`config.mk`:
```
export PLATFORM = sky130hd
export DESIGN_NAME = instruction_cycle_decoder
export DESIGN_NICKNAME = d
export VERILOG_FILES = /design/src/pkg/icd_pkg.sv /design/src/pkg/dec_if.sv /design/src/logic/field_split.sv /design/src/logic/phase_gen.sv /design/src/logic/instruction_cycle_decoder.sv
export SDC_FILE = /design/constraint.sdc
export NUM_CORES = 1
export LEC_CHECK = 0
export ABC_AREA = 0
export BUFFER_PORTS_ARGS = -buffer_cell sky130_fd_sc_hd__buf_2
export CORE_MARGIN = 4
export CORE_UTILIZATION = 48
export CTS_CLUSTER_DIAMETER = 150
export CTS_CLUSTER_SIZE = 16
export DETAILED_ROUTE_END_ITERATION = 10
export PLACE_DENSITY_LB_ADDON = 0.3
export REMOVE_ABC_BUFFERS = 1
export SETUP_SLACK_MARGIN = 0.4
export SLEW_MARGIN = 10
export SYNTH_ARGS = -nofsm -noshare
export SYNTH_HDL_FRONTEND = slang
export SYNTH_HIERARCHICAL = 1
export SYNTH_SLANG_ARGS = --single-unit
```
`constraint.sdc`:
```
create_clock -name clk_in -period 2.88 [get_ports clk_in]
set_input_delay 0.144 -clock clk_in [delete_from_list [all_inputs] [get_ports clk_in]]
set_output_delay 0.144 -clock clk_in [all_outputs]
set_load 0.01 [all_outputs]
```
`src/pkg/icd_pkg.sv`:
```
/*
 * Constants and types for the instruction cycle decoder.
 * Assumes a core clock where four clock edges make one instruction cycle.
 */
`default_nettype none
package icd_pkg;
    // ==========================================================
    // Word layout
    localparam int WORD_W = 14;
    localparam int FILE_W = 7;
    localparam int FILE_LSB = 0;
    localparam int DEST_BIT = 7;
    localparam int BITNUM_LSB = 7;
    localparam int BITNUM_W = 3;
    localparam int LIT8_W = 8;
    localparam int LIT11_W = 11;
    localparam int LIT9_W = 9;
    localparam int PTR_BIT = 2;
    localparam int PTR_OFS_BIT = 6;
    localparam int STEP_W = 2;
    // ==========================================================
    // Timing
    localparam int OSC_PER_ICYC = 4;
    localparam logic [1:0] PHASE_LAST = 2'h3;
    localparam logic [1:0] CYC_MAX = 2'h3;
    // ==========================================================
    // Register file addresses of the indirect access ports, and the highest file address
    localparam logic [6:0] INDIRECT0_ADDR = 7'h00;
    localparam logic [6:0] INDIRECT1_ADDR = 7'h01;
    localparam logic [6:0] FILE_ADDR_MAX = 7'h7f;

    typedef enum logic [1:0] {
        CLASS_BYTE,
        CLASS_BIT,
        CLASS_LITCTL
    } op_class_t;

    typedef enum logic [1:0] {
        STEP_PRE_INC,
        STEP_PRE_DEC,
        STEP_POST_INC,
        STEP_POST_DEC
    } pointer_step_mode_t;
endpackage : icd_pkg
`default_nettype wire

```
`src/pkg/dec_if.sv`:
```
/*
 * Carrier of decoded fields between the field splitter and the sequencer.
 * Assumes both ends share one clock.
 */
`timescale 1ns/10ps
`default_nettype none
interface dec_if;
    import icd_pkg::*;
    op_class_t op_class;
    logic [6:0] file_addr;
    logic dest_file;
    logic [2:0] bit_num;
    logic [7:0] lit8;
    logic [10:0] lit11;
    logic ptr_num;
    pointer_step_mode_t step_mode;
    logic uses_file;
    logic indirect_ref;
    logic always_two;
    logic cond_skip;
    logic skip_on_bit_set;
    logic dec_skip;
    logic inc_skip;
    modport src (output op_class, file_addr, dest_file, bit_num, lit8, lit11, ptr_num,
        step_mode, uses_file, indirect_ref, always_two, cond_skip, skip_on_bit_set,
        dec_skip, inc_skip);
    modport dst (input op_class, file_addr, dest_file, bit_num, lit8, lit11, ptr_num,
        step_mode, uses_file, indirect_ref, always_two, cond_skip, skip_on_bit_set,
        dec_skip, inc_skip);
endinterface : dec_if
`default_nettype wire

```
`src/logic/field_split.sv`:
```
/*
 * Combinational split of one instruction word into fields and cycle hints.
 * Assumes the word is stable while it is decoded.
 */
`timescale 1ns/10ps
`default_nettype none
module field_split (
    // Word
    input wire logic [13:0] word_in,
    // Fields
    dec_if.src d
);
    import icd_pkg::*;
    logic [13:0] w;
    logic port_sel;
    logic ptr_move;
    logic ptr_indexed;

    assign w = word_in;

    // ==========================================================
    // Fields
    always_comb begin
        d.file_addr = w[FILE_LSB +: FILE_W];
        d.dest_file = w[DEST_BIT];
        d.bit_num = w[BITNUM_LSB +: BITNUM_W];
        d.lit8 = w[LIT8_W-1:0];
        d.lit11 = w[LIT11_W-1:0];
        ptr_move = (w[13:4] == 10'h001);
        ptr_indexed = (w[13:7] == 7'h7e) || (w[13:7] == 7'h7f);
        d.ptr_num = ptr_indexed ? w[PTR_OFS_BIT] : w[PTR_BIT];
        d.step_mode = pointer_step_mode_t'(w[STEP_W-1:0]);
        // Byte class is 00 with nonzero bits 11:8 or 0x0080 to 0x00ff, plus five 11 groups; bit class 01; the rest literal or control.
        if (w[13:12] == 2'h1) begin
            d.op_class = CLASS_BIT;
        end else if (w[13:12] == 2'h0 && w[11:8] != 4'h0) begin
            d.op_class = CLASS_BYTE;
        end else if (w[13:7] == 7'h01) begin
            d.op_class = CLASS_BYTE;
        end else if (w[13:12] == 2'h3 && (w[11:8] == 4'hd || w[11:8] == 4'h7 ||
                     w[11:8] == 4'h5 || w[11:8] == 4'h6 || w[11:8] == 4'hb)) begin
            d.op_class = CLASS_BYTE;
        end else begin
            d.op_class = CLASS_LITCTL;
        end
        d.uses_file = (d.op_class != CLASS_LITCTL);
        // The accumulator clear has no file operand; its free low bits must not
        // look like an indirect port, or they would change the cycle count.
        port_sel = (w[6:1] == 6'h00) && (w[13:7] != 7'h02);
        d.indirect_ref = (d.uses_file && port_sel) || ptr_move || ptr_indexed;
        if (d.uses_file && port_sel) begin
            d.ptr_num = w[0];
        end
        d.cond_skip = (w[13:10] == 4'h6) || (w[13:10] == 4'h7) ||
                      (w[13:8] == 6'h0b) || (w[13:8] == 6'h0f);
        d.skip_on_bit_set = w[10];
        d.dec_skip = (w[13:8] == 6'h0b);
        d.inc_skip = (w[13:8] == 6'h0f);
        // Calls, returns and jumps always change the program counter.
        d.always_two = (w[13:12] == 2'h2) || (w[13:9] == 5'h19) ||
                       (w[13:8] == 6'h34) ||
                       (w[13:2] == 12'h002) || (w[13:0] == 14'h000b);
    end
endmodule : field_split
`default_nettype wire

```
`src/logic/phase_gen.sv`:
```
/*
 * Four-phase generator splitting oscillator edges into instruction cycles.
 * Assumes a synchronous active-high reset.
 */
`timescale 1ns/10ps
`default_nettype none
module phase_gen (
    // Clock and reset
    input wire logic clk_in,
    input wire logic rst_in,
    // Phase
    output logic [1:0] phase_out,
    output logic last_out
);
    import icd_pkg::*;
    typedef struct packed {
        logic [1:0] ph;
    } pg_state_t;
    pg_state_t s_r;
    pg_state_t s_nxt;

    always_comb begin
        s_nxt = s_r;
        s_nxt.ph = s_r.ph + 2'h1;
    end

    always_ff @(posedge clk_in) begin
        if (rst_in) begin
            s_r <= '0;
        end else begin
            s_r <= s_nxt;
        end
    end

    assign phase_out = s_r.ph;
    assign last_out = (s_r.ph == PHASE_LAST);
endmodule : phase_gen
`default_nettype wire

```
`src/logic/instruction_cycle_decoder.sv`:
```
/*
 * Instruction cycle decoder: latches a word at the start of each instruction,
 * reports its fields and counts how many instruction cycles it holds.
 * Assumes program memory presents the next word when fetch_out is high and
 * the datapath supplies the bit, zero and pointer-region answers in time.
 */
// How it works
// - Each instruction is one 14-bit word with opcode and operands.
// - Opcodes sort into byte, bit and literal or control classes.
// - All other instructions finish in exactly one instruction cycle.
// - Direct and accumulator calls take two instruction cycles.
// - Returns of all three kinds take two instruction cycles.
// - Jumps and taken skips take two instruction cycles.
// - Second cycle of a two-cycle jump, call, return or taken skip runs as a no-operation.
// - Indirect access into program memory adds one instruction cycle.
// - One instruction cycle is four oscillator cycles.
// - Register operands follow read, modify, then write by destination.
// - The register is read even when only written.
// - The file address picks 0x00 to 0x7f of the bank.
// - Destination bit zero sends result to accumulator, one to register.
// - Bit number selects one bit of the eight-bit register.
// - Destination at bit 7, address bits 6:0, bit number bits 9:7.
// - Literal field is an immediate constant or target label.
// - Jumps and calls carry 11-bit targets; literals are 8-bit.
// - Don't-care bits never change the decode.
// - Pointer number selects one of two pointer registers.
// - Two-bit step field picks pre or post increment or decrement.
`timescale 1ns/10ps
`default_nettype none
module instruction_cycle_decoder (
    // Clock and reset
    input wire logic clk_in,
    input wire logic rst_in,
    // Program memory
    input wire logic [13:0] word_in,
    output logic fetch_out,
    // Datapath answers
    input wire logic [7:0] file_data_in,
    input wire logic zero_result_in,
    input wire logic ptr0_prog_in,
    input wire logic ptr1_prog_in,
    // Decoded fields
    output icd_pkg::op_class_t op_class_out,
    output logic [6:0] file_addr_out,
    output logic dest_file_out,
    output logic [2:0] bit_num_out,
    output logic [7:0] lit8_out,
    output logic [10:0] lit11_out,
    output logic ptr_num_out,
    output icd_pkg::pointer_step_mode_t step_mode_out,
    output logic indirect_out,
    // Cycle control
    output logic [1:0] phase_out,
    output logic [1:0] cycles_out,
    output logic file_read_out,
    output logic result_write_out,
    output logic acc_write_out,
    output logic nop_cycle_out
);
    import icd_pkg::*;

    // ==========================================================
    // State
    typedef enum logic [1:0] {
        ST_EXEC,
        ST_EXTRA,
        ST_FLUSH
    } seq_t;

    typedef struct packed {
        seq_t st;
        logic [13:0] word;
        logic [1:0] cycles;
        logic [1:0] left;
        logic fetch;
        logic rd;
        logic wr_file;
        logic wr_acc;
        logic nop;
        logic [1:0] ph;
    } dec_state_t;

    dec_state_t s_r;
    dec_state_t s_nxt;

    dec_if dif ();
    logic [1:0] ph;
    logic last;
    logic taken;
    logic prog_ptr;
    logic bit_val;
    logic [1:0] base_cyc;

    field_split u_split (
        .word_in(s_r.word),
        .d(dif.src)
    );

    phase_gen u_phase (
        .clk_in(clk_in),
        .rst_in(rst_in),
        .phase_out(ph),
        .last_out(last)
    );

    // ==========================================================
    // Cycle count
    always_comb begin
        bit_val = file_data_in[dif.bit_num];
        taken = 1'b0;
        if (dif.dec_skip || dif.inc_skip) begin
            taken = zero_result_in;
        end else if (dif.cond_skip) begin
            taken = (bit_val == dif.skip_on_bit_set);
        end
        prog_ptr = dif.ptr_num ? ptr1_prog_in : ptr0_prog_in;
        base_cyc = (dif.always_two || taken) ? 2'h2 : 2'h1;
        if (dif.indirect_ref && prog_ptr) begin
            base_cyc = base_cyc + 2'h1;
        end
    end

    // ==========================================================
    // Sequencer
    always_comb begin
        s_nxt = s_r;
        s_nxt.ph = ph;
        s_nxt.fetch = 1'b0;
        s_nxt.rd = 1'b0;
        s_nxt.wr_file = 1'b0;
        s_nxt.wr_acc = 1'b0;
        if (last) begin
            unique case (s_r.st)
                ST_EXEC: begin
                    s_nxt.cycles = base_cyc;
                    if (base_cyc == 2'h1) begin
                        s_nxt.fetch = 1'b1;
                        s_nxt.nop = 1'b0;
                    end else begin
                        s_nxt.left = base_cyc - 2'h1;
                        s_nxt.st = (dif.indirect_ref && base_cyc != 2'h1 &&
                                    !dif.always_two && !taken) ? ST_EXTRA : ST_FLUSH;
                        if (base_cyc == CYC_MAX) begin
                            s_nxt.st = ST_EXTRA;
                        end
                        s_nxt.nop = (s_nxt.st == ST_FLUSH);
                    end
                end
                ST_EXTRA: begin
                    s_nxt.left = s_r.left - 2'h1;
                    s_nxt.st = (s_r.left == 2'h1) ? ST_EXEC : ST_FLUSH;
                    s_nxt.nop = (s_nxt.st == ST_FLUSH);
                    s_nxt.fetch = (s_r.left == 2'h1);
                end
                ST_FLUSH: begin
                    s_nxt.left = s_r.left - 2'h1;
                    s_nxt.st = ST_EXEC;
                    s_nxt.nop = 1'b0;
                    s_nxt.fetch = 1'b1;
                end
                default: begin
                    s_nxt.st = ST_EXEC;
                end
            endcase
        end
        // A new word enters as the previous instruction cycle closes.
        if (s_r.fetch) begin
            s_nxt.word = word_in;
            s_nxt.st = ST_EXEC;
        end
        // Read, then write on the next clock, so the write has ended before a flushed cycle.
        if (s_r.st == ST_EXEC && !s_r.nop && dif.uses_file) begin
            s_nxt.rd = (ph == 2'h1);
            if (ph == 2'h2) begin
                s_nxt.wr_file = (dif.op_class == CLASS_BIT) || dif.dest_file;
                s_nxt.wr_acc = (dif.op_class == CLASS_BYTE) && !dif.dest_file;
            end
        end
    end

    always_ff @(posedge clk_in) begin
        if (rst_in) begin
            s_r <= '0;
            s_r.fetch <= 1'b1;
        end else begin
            s_r <= s_nxt;
        end
    end

    // ==========================================================
    // Outputs
    always_ff @(posedge clk_in) begin
        if (rst_in) begin
            op_class_out <= CLASS_LITCTL;
            file_addr_out <= '0;
            dest_file_out <= 1'b0;
            bit_num_out <= '0;
            lit8_out <= '0;
            lit11_out <= '0;
            ptr_num_out <= 1'b0;
            step_mode_out <= STEP_PRE_INC;
            indirect_out <= 1'b0;
        end else begin
            op_class_out <= dif.op_class;
            file_addr_out <= dif.file_addr & FILE_ADDR_MAX;
            dest_file_out <= dif.dest_file;
            bit_num_out <= dif.bit_num;
            lit8_out <= dif.lit8;
            lit11_out <= dif.lit11;
            ptr_num_out <= dif.ptr_num;
            step_mode_out <= dif.step_mode;
            indirect_out <= dif.indirect_ref;
        end
    end

    assign fetch_out = s_r.fetch;
    assign phase_out = s_r.ph;
    assign cycles_out = s_r.cycles;
    assign file_read_out = s_r.rd;
    assign result_write_out = s_r.wr_file;
    assign acc_write_out = s_r.wr_acc;
    assign nop_cycle_out = s_r.nop;
endmodule : instruction_cycle_decoder
`default_nettype wire

```
==> results.txt, run 1 <==
status: complete, no violations
Rel. slew slack: 0.247
Simple-Gate Fraction of Synth Area: 0.199
area of the multi-input gates: 1340 um^2
RSZ-0062 raised after global routing: yes
DRC viols: 0
ANT cells: 0
vias in the first global route: 2075
Slowest Stage Delay on Critical Path: 560 ps
CP Data Required Time: 3110 ps
post-layout minimum cycle time: 2640 ps
largest net degree at the start of global routing: 62
# H-tree levels: 3
Max VDD drop: 0.000337 V
die height: 85.5 um
Max Slew Vio Count: 0
max cap viols: 0
Die ar.: 7310 um^2
Final period util: 0.917
Core Area: 5680 um^2
Syn Area/Cell: 9.81 um^2
Pleak: 1.59 nW
combinational family with the most area after synthesis: simple AND/OR/NAND/NOR gates
DRT antenna net count: 0
XOR/XNOR Fraction of Synth Area: 0.00564
Post-synth EDFFs: 0
number of distinct library cells after synthesis: 48
final net count: 384
clock-pin slew on the worst setup and hold paths: 70 ps
Mapped Cells: 294
total number of vias: 2096
hold buffers post-CTS: 0
Clock Tree Buf Depth: 2
Final Hold Viols: 0
GP Congestion: 0.834
Worst Setup Path Type: flip-flop to flip-flop
Clock Skews: 7.49 ps
CP arrival: 2870 ps
Die Wd: 85.5 um
top_reg_cell synth: dfxtp_1
crit-path max FO: 3
Power, Total: 2.14 mW
first-pass GRT wire length: 9.26 mm
Synth Area in Adders: 0.0434
layout cells sized above 1: 0.386
clock sinks: 65
CP max-delay cell: or4_4
GRT overflow: 0
Async S/R FF share, synth: 0
Starting Density: 0.508
total global-route track usage: 0.162
critical path, cell by cell: or4_4 -> o2111a_1 -> a31o_1 -> mux2_4 -> nand2_4 -> ha_4 -> a21boi_4 -> buf_4 -> mux2i_1 -> a32oi_1 -> o21ai_1
Port Buf Inserts: 71
CTS buffer count: 9
Compound-Gate Fraction of Synth Area: 0.0877
post-synthesis sequential area ratio: 0.451
Reg area: 1310 um^2
final setup fails: 0
Max Freq: 0.379 GHz
pre-CTS WS: 39.2 ps
Seq cells post-synth: 65
Post-Route WL: 5.81 mm
fillers: 474
synth warn: 6
CP endpoint kind: flip-flop
CTS tree: yes
clock latency on the worst-skew pair: 340 ps
PnR worst setup slack: 239 ps
mux contribution to synthesized area: 0.0851
IO Pins: 72
R2R setup slack: 240 ps
mean number of vias per cell: 4.94
Final TNS setup: 0 ps
# rows: 27
routed len/inst: 13.7 um
CP Launch Type: flip-flop
pwr dens: 611 nW/um^2
Synth Cell Area: 2880 um^2
clock root buffer: clkbuf_8
HP Class: input port to flip-flop
Starting DRT DRC Count: 126
final HPWL from detailed placement: 3.92 mm
DRT Pass-1 Iters: 4
Slew @ Worst Pin: 1130 ps
initial antenna violation count: 0
area delta synth->final: 21.7%
[cell usage in the layout (no fill, tap or decap), drive strengths merged, types with 3 or more instances in the layout]
cell    synthesis  routed
mux2i          20      20
nand2          10      10
dfxtp          65      65
inv             8       8
clkbuf          8      11
o21ai           9       9
nor4            6       6
buf            42      92
nor2           22      22
nand2b          4       4
nor2b          40      40
a21oi           8       8
ha             10      10
nand3           3       3
[logic make-up (layout without fill, tap and decap cells)]
kind of cell             after synthesis  after routing
AO/OA/AOI/OAI                         35             35
buffers and inverters                 58            116
adder cells (fa/ha/maj)               10             10
XOR/XNOR                               1              1
flip-flops                            65             65
multiplexers                          23             23
AND/OR/NAND/NOR                      102            102
[report_power, final]
part	total (mW)	leakage, nW	switching (mW)	internal, mW
registers	0.976	0.533	0.0311	0.945
logic	0.295	0.938	0.148	0.147
clock network	0.872	0.115	0.341	0.531
total	2.14	1.59	0.520	1.62
[cell type report]
| type | instances | area share |
|---|---|---|
| inverters | 8 | 0.00856 |
| clock buffers | 11 | 0.0432 |
| flip-flops and latches | 65 | 0.372 |
| repair buffers | 92 | 0.147 |
| clock inverters | 5 | 0.0221 |
| well taps | 72 | 0.0257 |
| multi-input cells | 171 | 0.381 |
[state kept, by name, summed over array words and instances (netlist names)]
signal	count
acc_write_out	1
bit_num_out	3
cycles_out	2
dest_file_out	1
fetch_out	1
file_addr_out	7
file_read_out	1
indirect_out	1
lit11_out	11
lit8_out	8
nop_cycle_out	1
op_class_out	2
phase_out	2
ptr_num_out	1
result_write_out	1
s_r	18
step_mode_out	2
u_phase/phase_out	2
[routing by layer]
layer,global-route usage,part of all wire
met5,0,0
met4,0.0734,0.016
met3,0.0634,0.062
met2,0.273,0.49
met1,0.181,0.43
[cell usage after synthesis, types with 2 or more instances]
library cell	count	area [um^2]
mux2_2	2	22.5
nor3_1	2	10.0
inv_1	8	30.0
nand2_1	10	37.5
nor4_1	6	37.5
ha_1	10	125
o21ai_0	8	40.0
a21oi_1	8	40.0
a32oi_1	2	17.5
buf_2	3	15.0
nor3b_1	2	15.0
and3_1	2	12.5
a311oi_1	2	17.5
nand2b_1	4	25.0
a211o_1	2	17.5
dfxtp_1	65	1300
buf_4	37	278
mux2i_1	20	200
clkbuf_1	8	30.0
nor2b_1	40	250
o21a_1	2	15.0
nand3_1	3	15.0
nand3b_1	2	15.0
nor2_1	22	82.6
[worst max-delay path: cells and delay by family (launching register included)]
kind	cells	cell delay, ps
fa+ha+maj	1	170
simple gates	2	650
mux	2	440
compound gates	5	790
buf+inv	1	160
flops	1	320
[worst paths after layout]
check	from	cells after the start	to
setup / recovery	s_r[22]	11	s_r[26]
hold / removal	word_in[4]	3	s_r[15]
setup reg to reg	s_r[22]	11	s_r[26]
hold reg to reg	u_phase/phase_out[0]	1	u_phase/phase_out[0]
[what timing repair did]
item	4_1_cts	5_1_grt
gates resized for setup	21	12
buffers inserted	7	2
pin swaps	9	5
setup endpoints to repair	6	7
[stage by stage]
stage / area [um^2] / std cells / hold WS (ps) / utilization
2_1_floorplan: 2540 / 244 / 213 / -
3_3_place_gp: 3080 / 399 / 378 / 0.543
3_5_place_dp: 3080 / 399 / 390 / 0.543
4_1_cts: 3450 / 422 / 23.9 / 0.608
5_1_grt: 3510 / 424 / 21.8 / 0.618
6_report: 3510 / 424 / 36.6 / 0.618
(Power assumes the default switching activity.)
==> inputs of run 2 (changes only) <==
--- a/config.mk
+++ b/config.mk
@@ -12,6 +12,7 @@
 export CTS_CLUSTER_DIAMETER = 150
 export CTS_CLUSTER_SIZE = 16
 export DETAILED_ROUTE_END_ITERATION = 10
+export GPL_TIMING_DRIVEN = 0
 export PLACE_DENSITY_LB_ADDON = 0.3
 export REMOVE_ABC_BUFFERS = 1
 export SETUP_SLACK_MARGIN = 0.4
@@ -20,3 +21,4 @@
 export SYNTH_HDL_FRONTEND = slang
 export SYNTH_HIERARCHICAL = 1
 export SYNTH_SLANG_ARGS = --single-unit
+export TNS_END_PERCENT = 10
==> run 2 against run 1 <==
Compared with the run above: cell count is 1.2% lower; count of clock-buffer cells in the layout is 1 lower; critical path depth is 1 higher; fmax is 1.4% lower; flip-flop and latch count stayed put; final area is 4.2% lower; utilization is 2.6 points lower; register-to-register slack worse by 40 ps; die area stayed put; setup slack worse by 39 ps; critical path type unchanged; largest cell class is now registers.
==> results.txt, run 2 (synthesis results as in run 1) <==
status: complete, no violations
layout cells sized above 1: 0.366 (-0.0204)
mean number of vias per cell: 4.93 (-0.26%)
CTS buffer count: 9 (unchanged)
PnR worst setup slack: 201 ps (-38.6 ps)
Starting DRT DRC Count: 103 (-18%)
first-pass GRT wire length: 9.49 mm (+2.5%)
commonest non-fill, non-tap cell in the layout: buf_2
Max Slew Vio Count: 0 (unchanged)
Top reg by flops: s_r
DRT antenna net count: 0 (unchanged)
dpl cells: 387 (-3.0%)
CP max-delay cell: or4_4
Pleak: 1.53 nW (-3.8%)
worst hold stages: 3 (unchanged)
Core Area: 5680 um^2 (unchanged)
CP arrival: 2970 ps (+100 ps)
Worst Hold Path EP: s_r[13]
Clock Tree Buf Depth: 2 (unchanged)
FF-to-FF End: s_r[25]
crit-path max FO: 4 (+1)
Port Buf Inserts: 71 (unchanged)
Final Cell Area: 3360 um^2 (-4.2%)
RSZ-0062 raised after global routing: yes
CP Launch Type: flip-flop
IO Pins: 72 (unchanged)
Max Freq: 0.373 GHz (-1.4%)
final setup fails: 0 (unchanged)
Worst Setup Path Type: flip-flop to flip-flop
Die Wd: 85.5 um (unchanged)
total number of vias: 2066 (-1.4%)
final HPWL from detailed placement: 3.81 mm (-3.0%)
CP endpoint kind: flip-flop
critical path, cell by cell: or4_4 -> nor2_4 -> a31oi_1 -> a21oi_1 -> inv_1 -> and2_1 -> o21a_1 -> ha_4 -> nor2b_4 -> a41oi_2 -> o32a_1 -> a21bo_1
Max VDD drop: 0.000335 V (-0.80%)
placed standard-cell area: 2990 um^2 (-2.9%)
CTS tree: yes
Power, Total: 1.95 mW (-9.0%)
max reg flops: 18 (unchanged)
Slew @ Worst Pin: 1040 ps (-92.3 ps)
GP Congestion: 0.753 (-9.7%)
Starting Density: 0.508 (unchanged)
DRT Pass-1 Iters: 4 (unchanged)
largest net degree at the start of global routing: 62 (unchanged)
clock sinks: 65 (unchanged)
# H-tree levels: 3 (unchanged)
initial antenna violation count: 0 (unchanged)
FF-to-FF Start: s_r[21]
ANT cells: 0 (unchanged)
total global-route track usage: 0.163 (+0.000939)
worst path bufs/invs: 1 (unchanged)
delay-heaviest family, CP: compound AO/OA/AOI/OAI gates
Slowest Stage Delay on Critical Path: 560 ps (about the same)
vias in the first global route: 2138 (+3.0%)
DRC viols: 0 (unchanged)
clock latency on the worst-skew pair: 340 ps (about the same)
clock root buffer: clkbuf_8
Die ar.: 7310 um^2 (unchanged)
Final Hold Viols: 0 (unchanged)
area delta synth->final: 16.5%
FF-to-FF path depth: 12 (+1)
commonest cells after routing, fill and taps aside: buf_2 (71), dfxtp_1 (58), nor2b_1 (39)
Worst Min Path Start: word_in[2]
Regs by FF count: s_r x18, lit11_out x11, lit8_out x8
post-layout minimum cycle time: 2680 ps (+38.6 ps)
Rel. slew slack: 0.308 (+0.0615)
GRT overflow: 0 (unchanged)
max cap viols: 0 (unchanged)
Post-Route WL: 5.66 mm (-2.6%)
Finished Layout Cells: 419 (-1.2%)
R2R setup slack: 200 ps (-40 ps)
clock-pin slew on the worst setup and hold paths: 70 ps (about the same)
pre-CTS WS: -255 ps (-295 ps)
# rows: 27 (unchanged)
CP Data Required Time: 3170 ps (+60 ps)
Final period util: 0.930 (+0.0134)
die height: 85.5 um (unchanged)
HP Class: input port to flip-flop
Clock Skews: 8.34 ps (+0.850 ps)
final net count: 379 (-1.3%)
pwr dens: 581 nW/um^2 (-5.0%)
routed len/inst: 13.5 um (-1.4%)
run 2: worst max path at each step:
stage | cells after the start | slack, ps | startpoint | end
after floorplan | 10 | 70 | s_r[21] | s_r[7]
after global placement | 12 | -210 | s_r[21] | s_r[7]
after detailed placement | 12 | -260 | s_r[21] | s_r[7]
after CTS | 10 | 240 | s_r[21] | s_r[25]
after global routing | 11 | 80 | s_r[21] | s_r[26]
final | 12 | 200 | s_r[21] | s_r[25]
run 2: repair_timing:
action                     CTS  global route
setup buffers               16             0
pin swaps                   12             0
setup endpoints to repair    6             7
hold buffers                 0             0
gates resized for setup     24             1
run 2: final cells by class:
| class | instances | area, um^2 |
|---|---|---|
| clock inverter | 6 | 42.5 |
| tap | 72 | 90.1 |
| inverter | 8 | 30.0 |
| clock buffer | 10 | 138 |
| sequential | 65 | 1320 |
| fill | 495 | 2320 |
| timing repair buffer | 87 | 475 |
| multi-input combinational | 171 | 1270 |
run 2: worst reg2reg max path, cell delays in order (launching register included):
cell and delay [ps]:
dfxtp_4 350, or4_4 560, nor2_4 140, a31oi_1 90
a21oi_1 140, inv_1 70, and2_1 150, o21a_1 160
ha_4 200, nor2b_4 120, a41oi_2 110, o32a_1 380
a21bo_1 170
run 2: routing by layer:
layer,vias up,GRT usage,share of wire
li1,1055,-,-
met1,940,0.180,0.42
met2,56,0.288,0.50
met3,15,0.0413,0.058
met4,0,0.0849,0.022
met5,-,0,0
run 2: power by group:
part,internal [mW],total [mW],switching (mW)
Sequential,0.945,0.988,0.0435
Clock,0.336,0.699,0.362
Combinational,0.139,0.264,0.126
run 2: through the flow:
step | setup TNS [ps] | util | hold slack (ps)
global placement | -484 | 0.527 | 379
global route | 0 | 0.592 | 29.8
finish | 0 | 0.592 | 32.0
detailed placement | -736 | 0.527 | 387
CTS | 0 | 0.592 | 25.6
floorplan | 0 | - | 213
==> inputs of run 3 (changes only) <==
--- a/config.mk
+++ b/config.mk
@@ -7,11 +7,13 @@
 export LEC_CHECK = 0
 export ABC_AREA = 0
 export BUFFER_PORTS_ARGS = -buffer_cell sky130_fd_sc_hd__buf_2
+export CORE_ASPECT_RATIO = 1.25
 export CORE_MARGIN = 4
 export CORE_UTILIZATION = 48
 export CTS_CLUSTER_DIAMETER = 150
 export CTS_CLUSTER_SIZE = 16
 export DETAILED_ROUTE_END_ITERATION = 10
+export GPL_ROUTABILITY_DRIVEN = 0
 export GPL_TIMING_DRIVEN = 0
 export PLACE_DENSITY_LB_ADDON = 0.3
 export REMOVE_ABC_BUFFERS = 1
==> run 3 against run 2 <==
Compared with the run above: sequential power about the same; routed wire length decreased by 5.6%; total power down 1.6%; non-clock buffer count decreased by 1; worst hold slack gained 13 ps; critical endpoint is now s_r[26]; highest routed layer unchanged.
==> results.txt, run 3 (synthesis results as in run 1) <==
status: complete, no violations
final net count: 378 (-0.26%)
CP Launch Type: flip-flop
ANT cells: 0 (unchanged)
Top reg by flops: s_r
fillers: 521 (+5.3%)
DRC viols: 0 (unchanged)
met2 usage: 0.264 (-0.0237)
total number of vias: 2052 (-0.68%)
Starting DRT DRC Count: 81 (-21%)
post-layout minimum cycle time: 2720 ps (+43.6 ps)
clock latency on the worst-skew pair: 330 ps (about the same)
Clock power frac: 0.351 (-0.007)
commonest non-fill, non-tap cell in the layout: buf_2
routed len/inst: 13.0 um (-4.0%)
Power, Total: 1.92 mW (-1.6%)
Slowest Stage Delay on Critical Path: 560 ps (about the same)
Final Cell Area: 3360 um^2 (-0.11%)
hold buffers post-CTS: 0 (unchanged)
CP Data Required Time: 3080 ps (-90 ps)
Regs by FF count: s_r x18, lit11_out x11, lit8_out x8
Clock Skews: 7.01 ps (-1.34 ps)
CP arrival: 2930 ps (-40 ps)
Starting Density: 0.495 (-0.0125)
clock-pin slew on the worst setup and hold paths: 60 ps (about the same)
Final TNS setup: 0 ps (unchanged)
# rows: 31 (+15%)
final HPWL from detailed placement: 3.54 mm (-6.9%)
Max VDD drop: 0.000374 V (+12%)
worst hold stages: 3 (unchanged)
first-pass GRT wire length: 8.78 mm (-7.5%)
placed standard-cell area: 2980 um^2 (-0.25%)
Net Switching: 0.481 mW (-9.4%)
grt met1 use: 0.169 (-0.0108)
Final Hold Viols: 0 (unchanged)
crit-path max FO: 5 (+1)
pwr dens: 572 nW/um^2 (-1.5%)
Most Used Layer, Global Route: met2
GRT overflow: 0 (unchanged)
Slew @ Worst Pin: 1050 ps (+11.3 ps)
Worst Min Path Start: word_in[11]
layout cells sized above 1: 0.355 (-0.0105)
sw frac: 0.251 (-0.0217)
met3 Use GR: 0.0515 (+0.0102)
CTS tree: yes
Port Buf Inserts: 71 (unchanged)
HP Class: input port to flip-flop
Clock Tree Buf Depth: 2 (unchanged)
Worst Setup Path Type: flip-flop to flip-flop
FF-to-FF Start: s_r[21]
die height: 94.6 um (+11%)
Pleak: 1.53 nW (about the same)
max cap viols: 0 (unchanged)
area of the multi-input gates: 1280 um^2 (+0.59%)
FF-to-FF path depth: 11 (-1)
critical path, cell by cell: or4_4 -> o2111a_1 -> a31o_1 -> mux2_4 -> nand2_4 -> ha_4 -> a21boi_4 -> buf_6 -> mux2i_1 -> a32oi_1 -> o21ai_1
DRT antenna net count: 0 (unchanged)
clock sinks: 65 (unchanged)
# H-tree levels: 3 (unchanged)
final setup fails: 0 (unchanged)
sequential share of power: 0.513 (+0.006)
Core Area: 5820 um^2 (+2.5%)
RSZ-0062 raised after global routing: yes
max reg flops: 18 (unchanged)
Final period util: 0.945 (+0.0151)
Comb power frac: 0.136 (about the same)
DRT Pass-1 Iters: 4 (unchanged)
IO Pins: 72 (unchanged)
CP startpoint: s_r[21]
clock root buffer: clkbuf_8
Finished Layout Cells: 412 (-1.7%)
initial antenna violation count: 0 (unchanged)
commonest cells after routing, fill and taps aside: buf_2 (71), dfxtp_1 (58), nor2b_1 (39)
CP endpoint kind: flip-flop
total global-route track usage: 0.153 (-0.00969)
Rel. slew slack: 0.301 (-0.00753)
Post-Route WL: 5.35 mm (-5.6%)
area delta synth->final: 16.4%
Die ar.: 7320 um^2 (+0.11%)
Reg area: 1320 um^2 (+0.38%)
Max Slew Vio Count: 0 (unchanged)
P_int: 1.44 mW (+1.4%)
dpl cells: 381 (-1.6%)
vias in the first global route: 1960 (-8.3%)
CP max-delay cell: or4_4
CTS buffer count: 9 (unchanged)
Die Wd: 77.3 um (-9.6%)
Max Freq: 0.367 GHz (-1.6%)
largest net degree at the start of global routing: 62 (unchanged)
mean number of vias per cell: 4.98 (+1.0%)
==> run 3: cell types whose count changed in the layout (fill, tap and decap cells not counted), sizes merged <==
cell,previous run,this run
buf,87,86
clkbuf,10,14
clkinv,3,1
clkinvlp,2,1
inv,9,8
==> run 3: final cells by class <==
class                   count  share of cell area
flip-flops and latches     65               0.393
multi-input cells         171               0.380
repair buffers             86               0.141
clock buffers              14              0.0485
well taps                  66              0.0246
inverters                   8             0.00895
clock inverters             2             0.00373
==> run 3: layer usage <==
layer | vias to the layer above | routed length (um)
met2 | 51 | 2720
li1 | 1051 | -
met5 | - | 0
met3 | 7 | 274
met4 | 0 | 85
met1 | 943 | 2260
==> run 3: power by group through the flow <==
| stage | Combinational [mW] | Sequential [mW] | Clock, mW |
|---|---|---|---|
| floorplan | 0.123 | 1.02 | 0 |
| global placement | 0.217 | 1.01 | 0 |
| detailed placement | 0.220 | 1.01 | 0 |
| CTS | 0.255 | 0.986 | 0.693 |
| global route | 0.289 | 0.994 | 0.734 |
| finish | 0.261 | 0.986 | 0.674 |
==> run 3: final timing paths <==
path	to	slack, ps
worst max-delay path	s_r[26]	160
worst min-delay path	s_r[22]	50
worst max register to register	s_r[26]	160
worst min register to register	u_phase/phase_out[0]	450
==> run 3: per-stage QoR <==
stage                     utilization  setup slack, ps  hold WS (ps)
after CTS                       0.570              208          34.0
after floorplan                     -             73.7           213
after global routing            0.577             53.8          34.1
final                           0.577              157          45.5
after detailed placement        0.513             -239           390
after global placement          0.513             -221           378
==> run 3: worst max-delay path: cells and delay by family (launching register included) <==
| kind | cells | cell delay [ps] |
|---|---|---|
| flip-flops | 1 | 350 |
| AO/OA/AOI/OAI | 5 | 850 |
| buffers and inverters | 1 | 130 |
| adder cells (fa/ha/maj) | 1 | 170 |
| AND/OR/NAND/NOR | 2 | 640 |
| multiplexers | 2 | 450 |
==> run 3: what timing repair did <==
item | in CTS | in global routing
cloned | 0 | 0
gates resized for setup | 21 | 7
setup endpoints to repair | 6 | 7
pin swaps | 7 | 4
setup buffers | 14 | 1
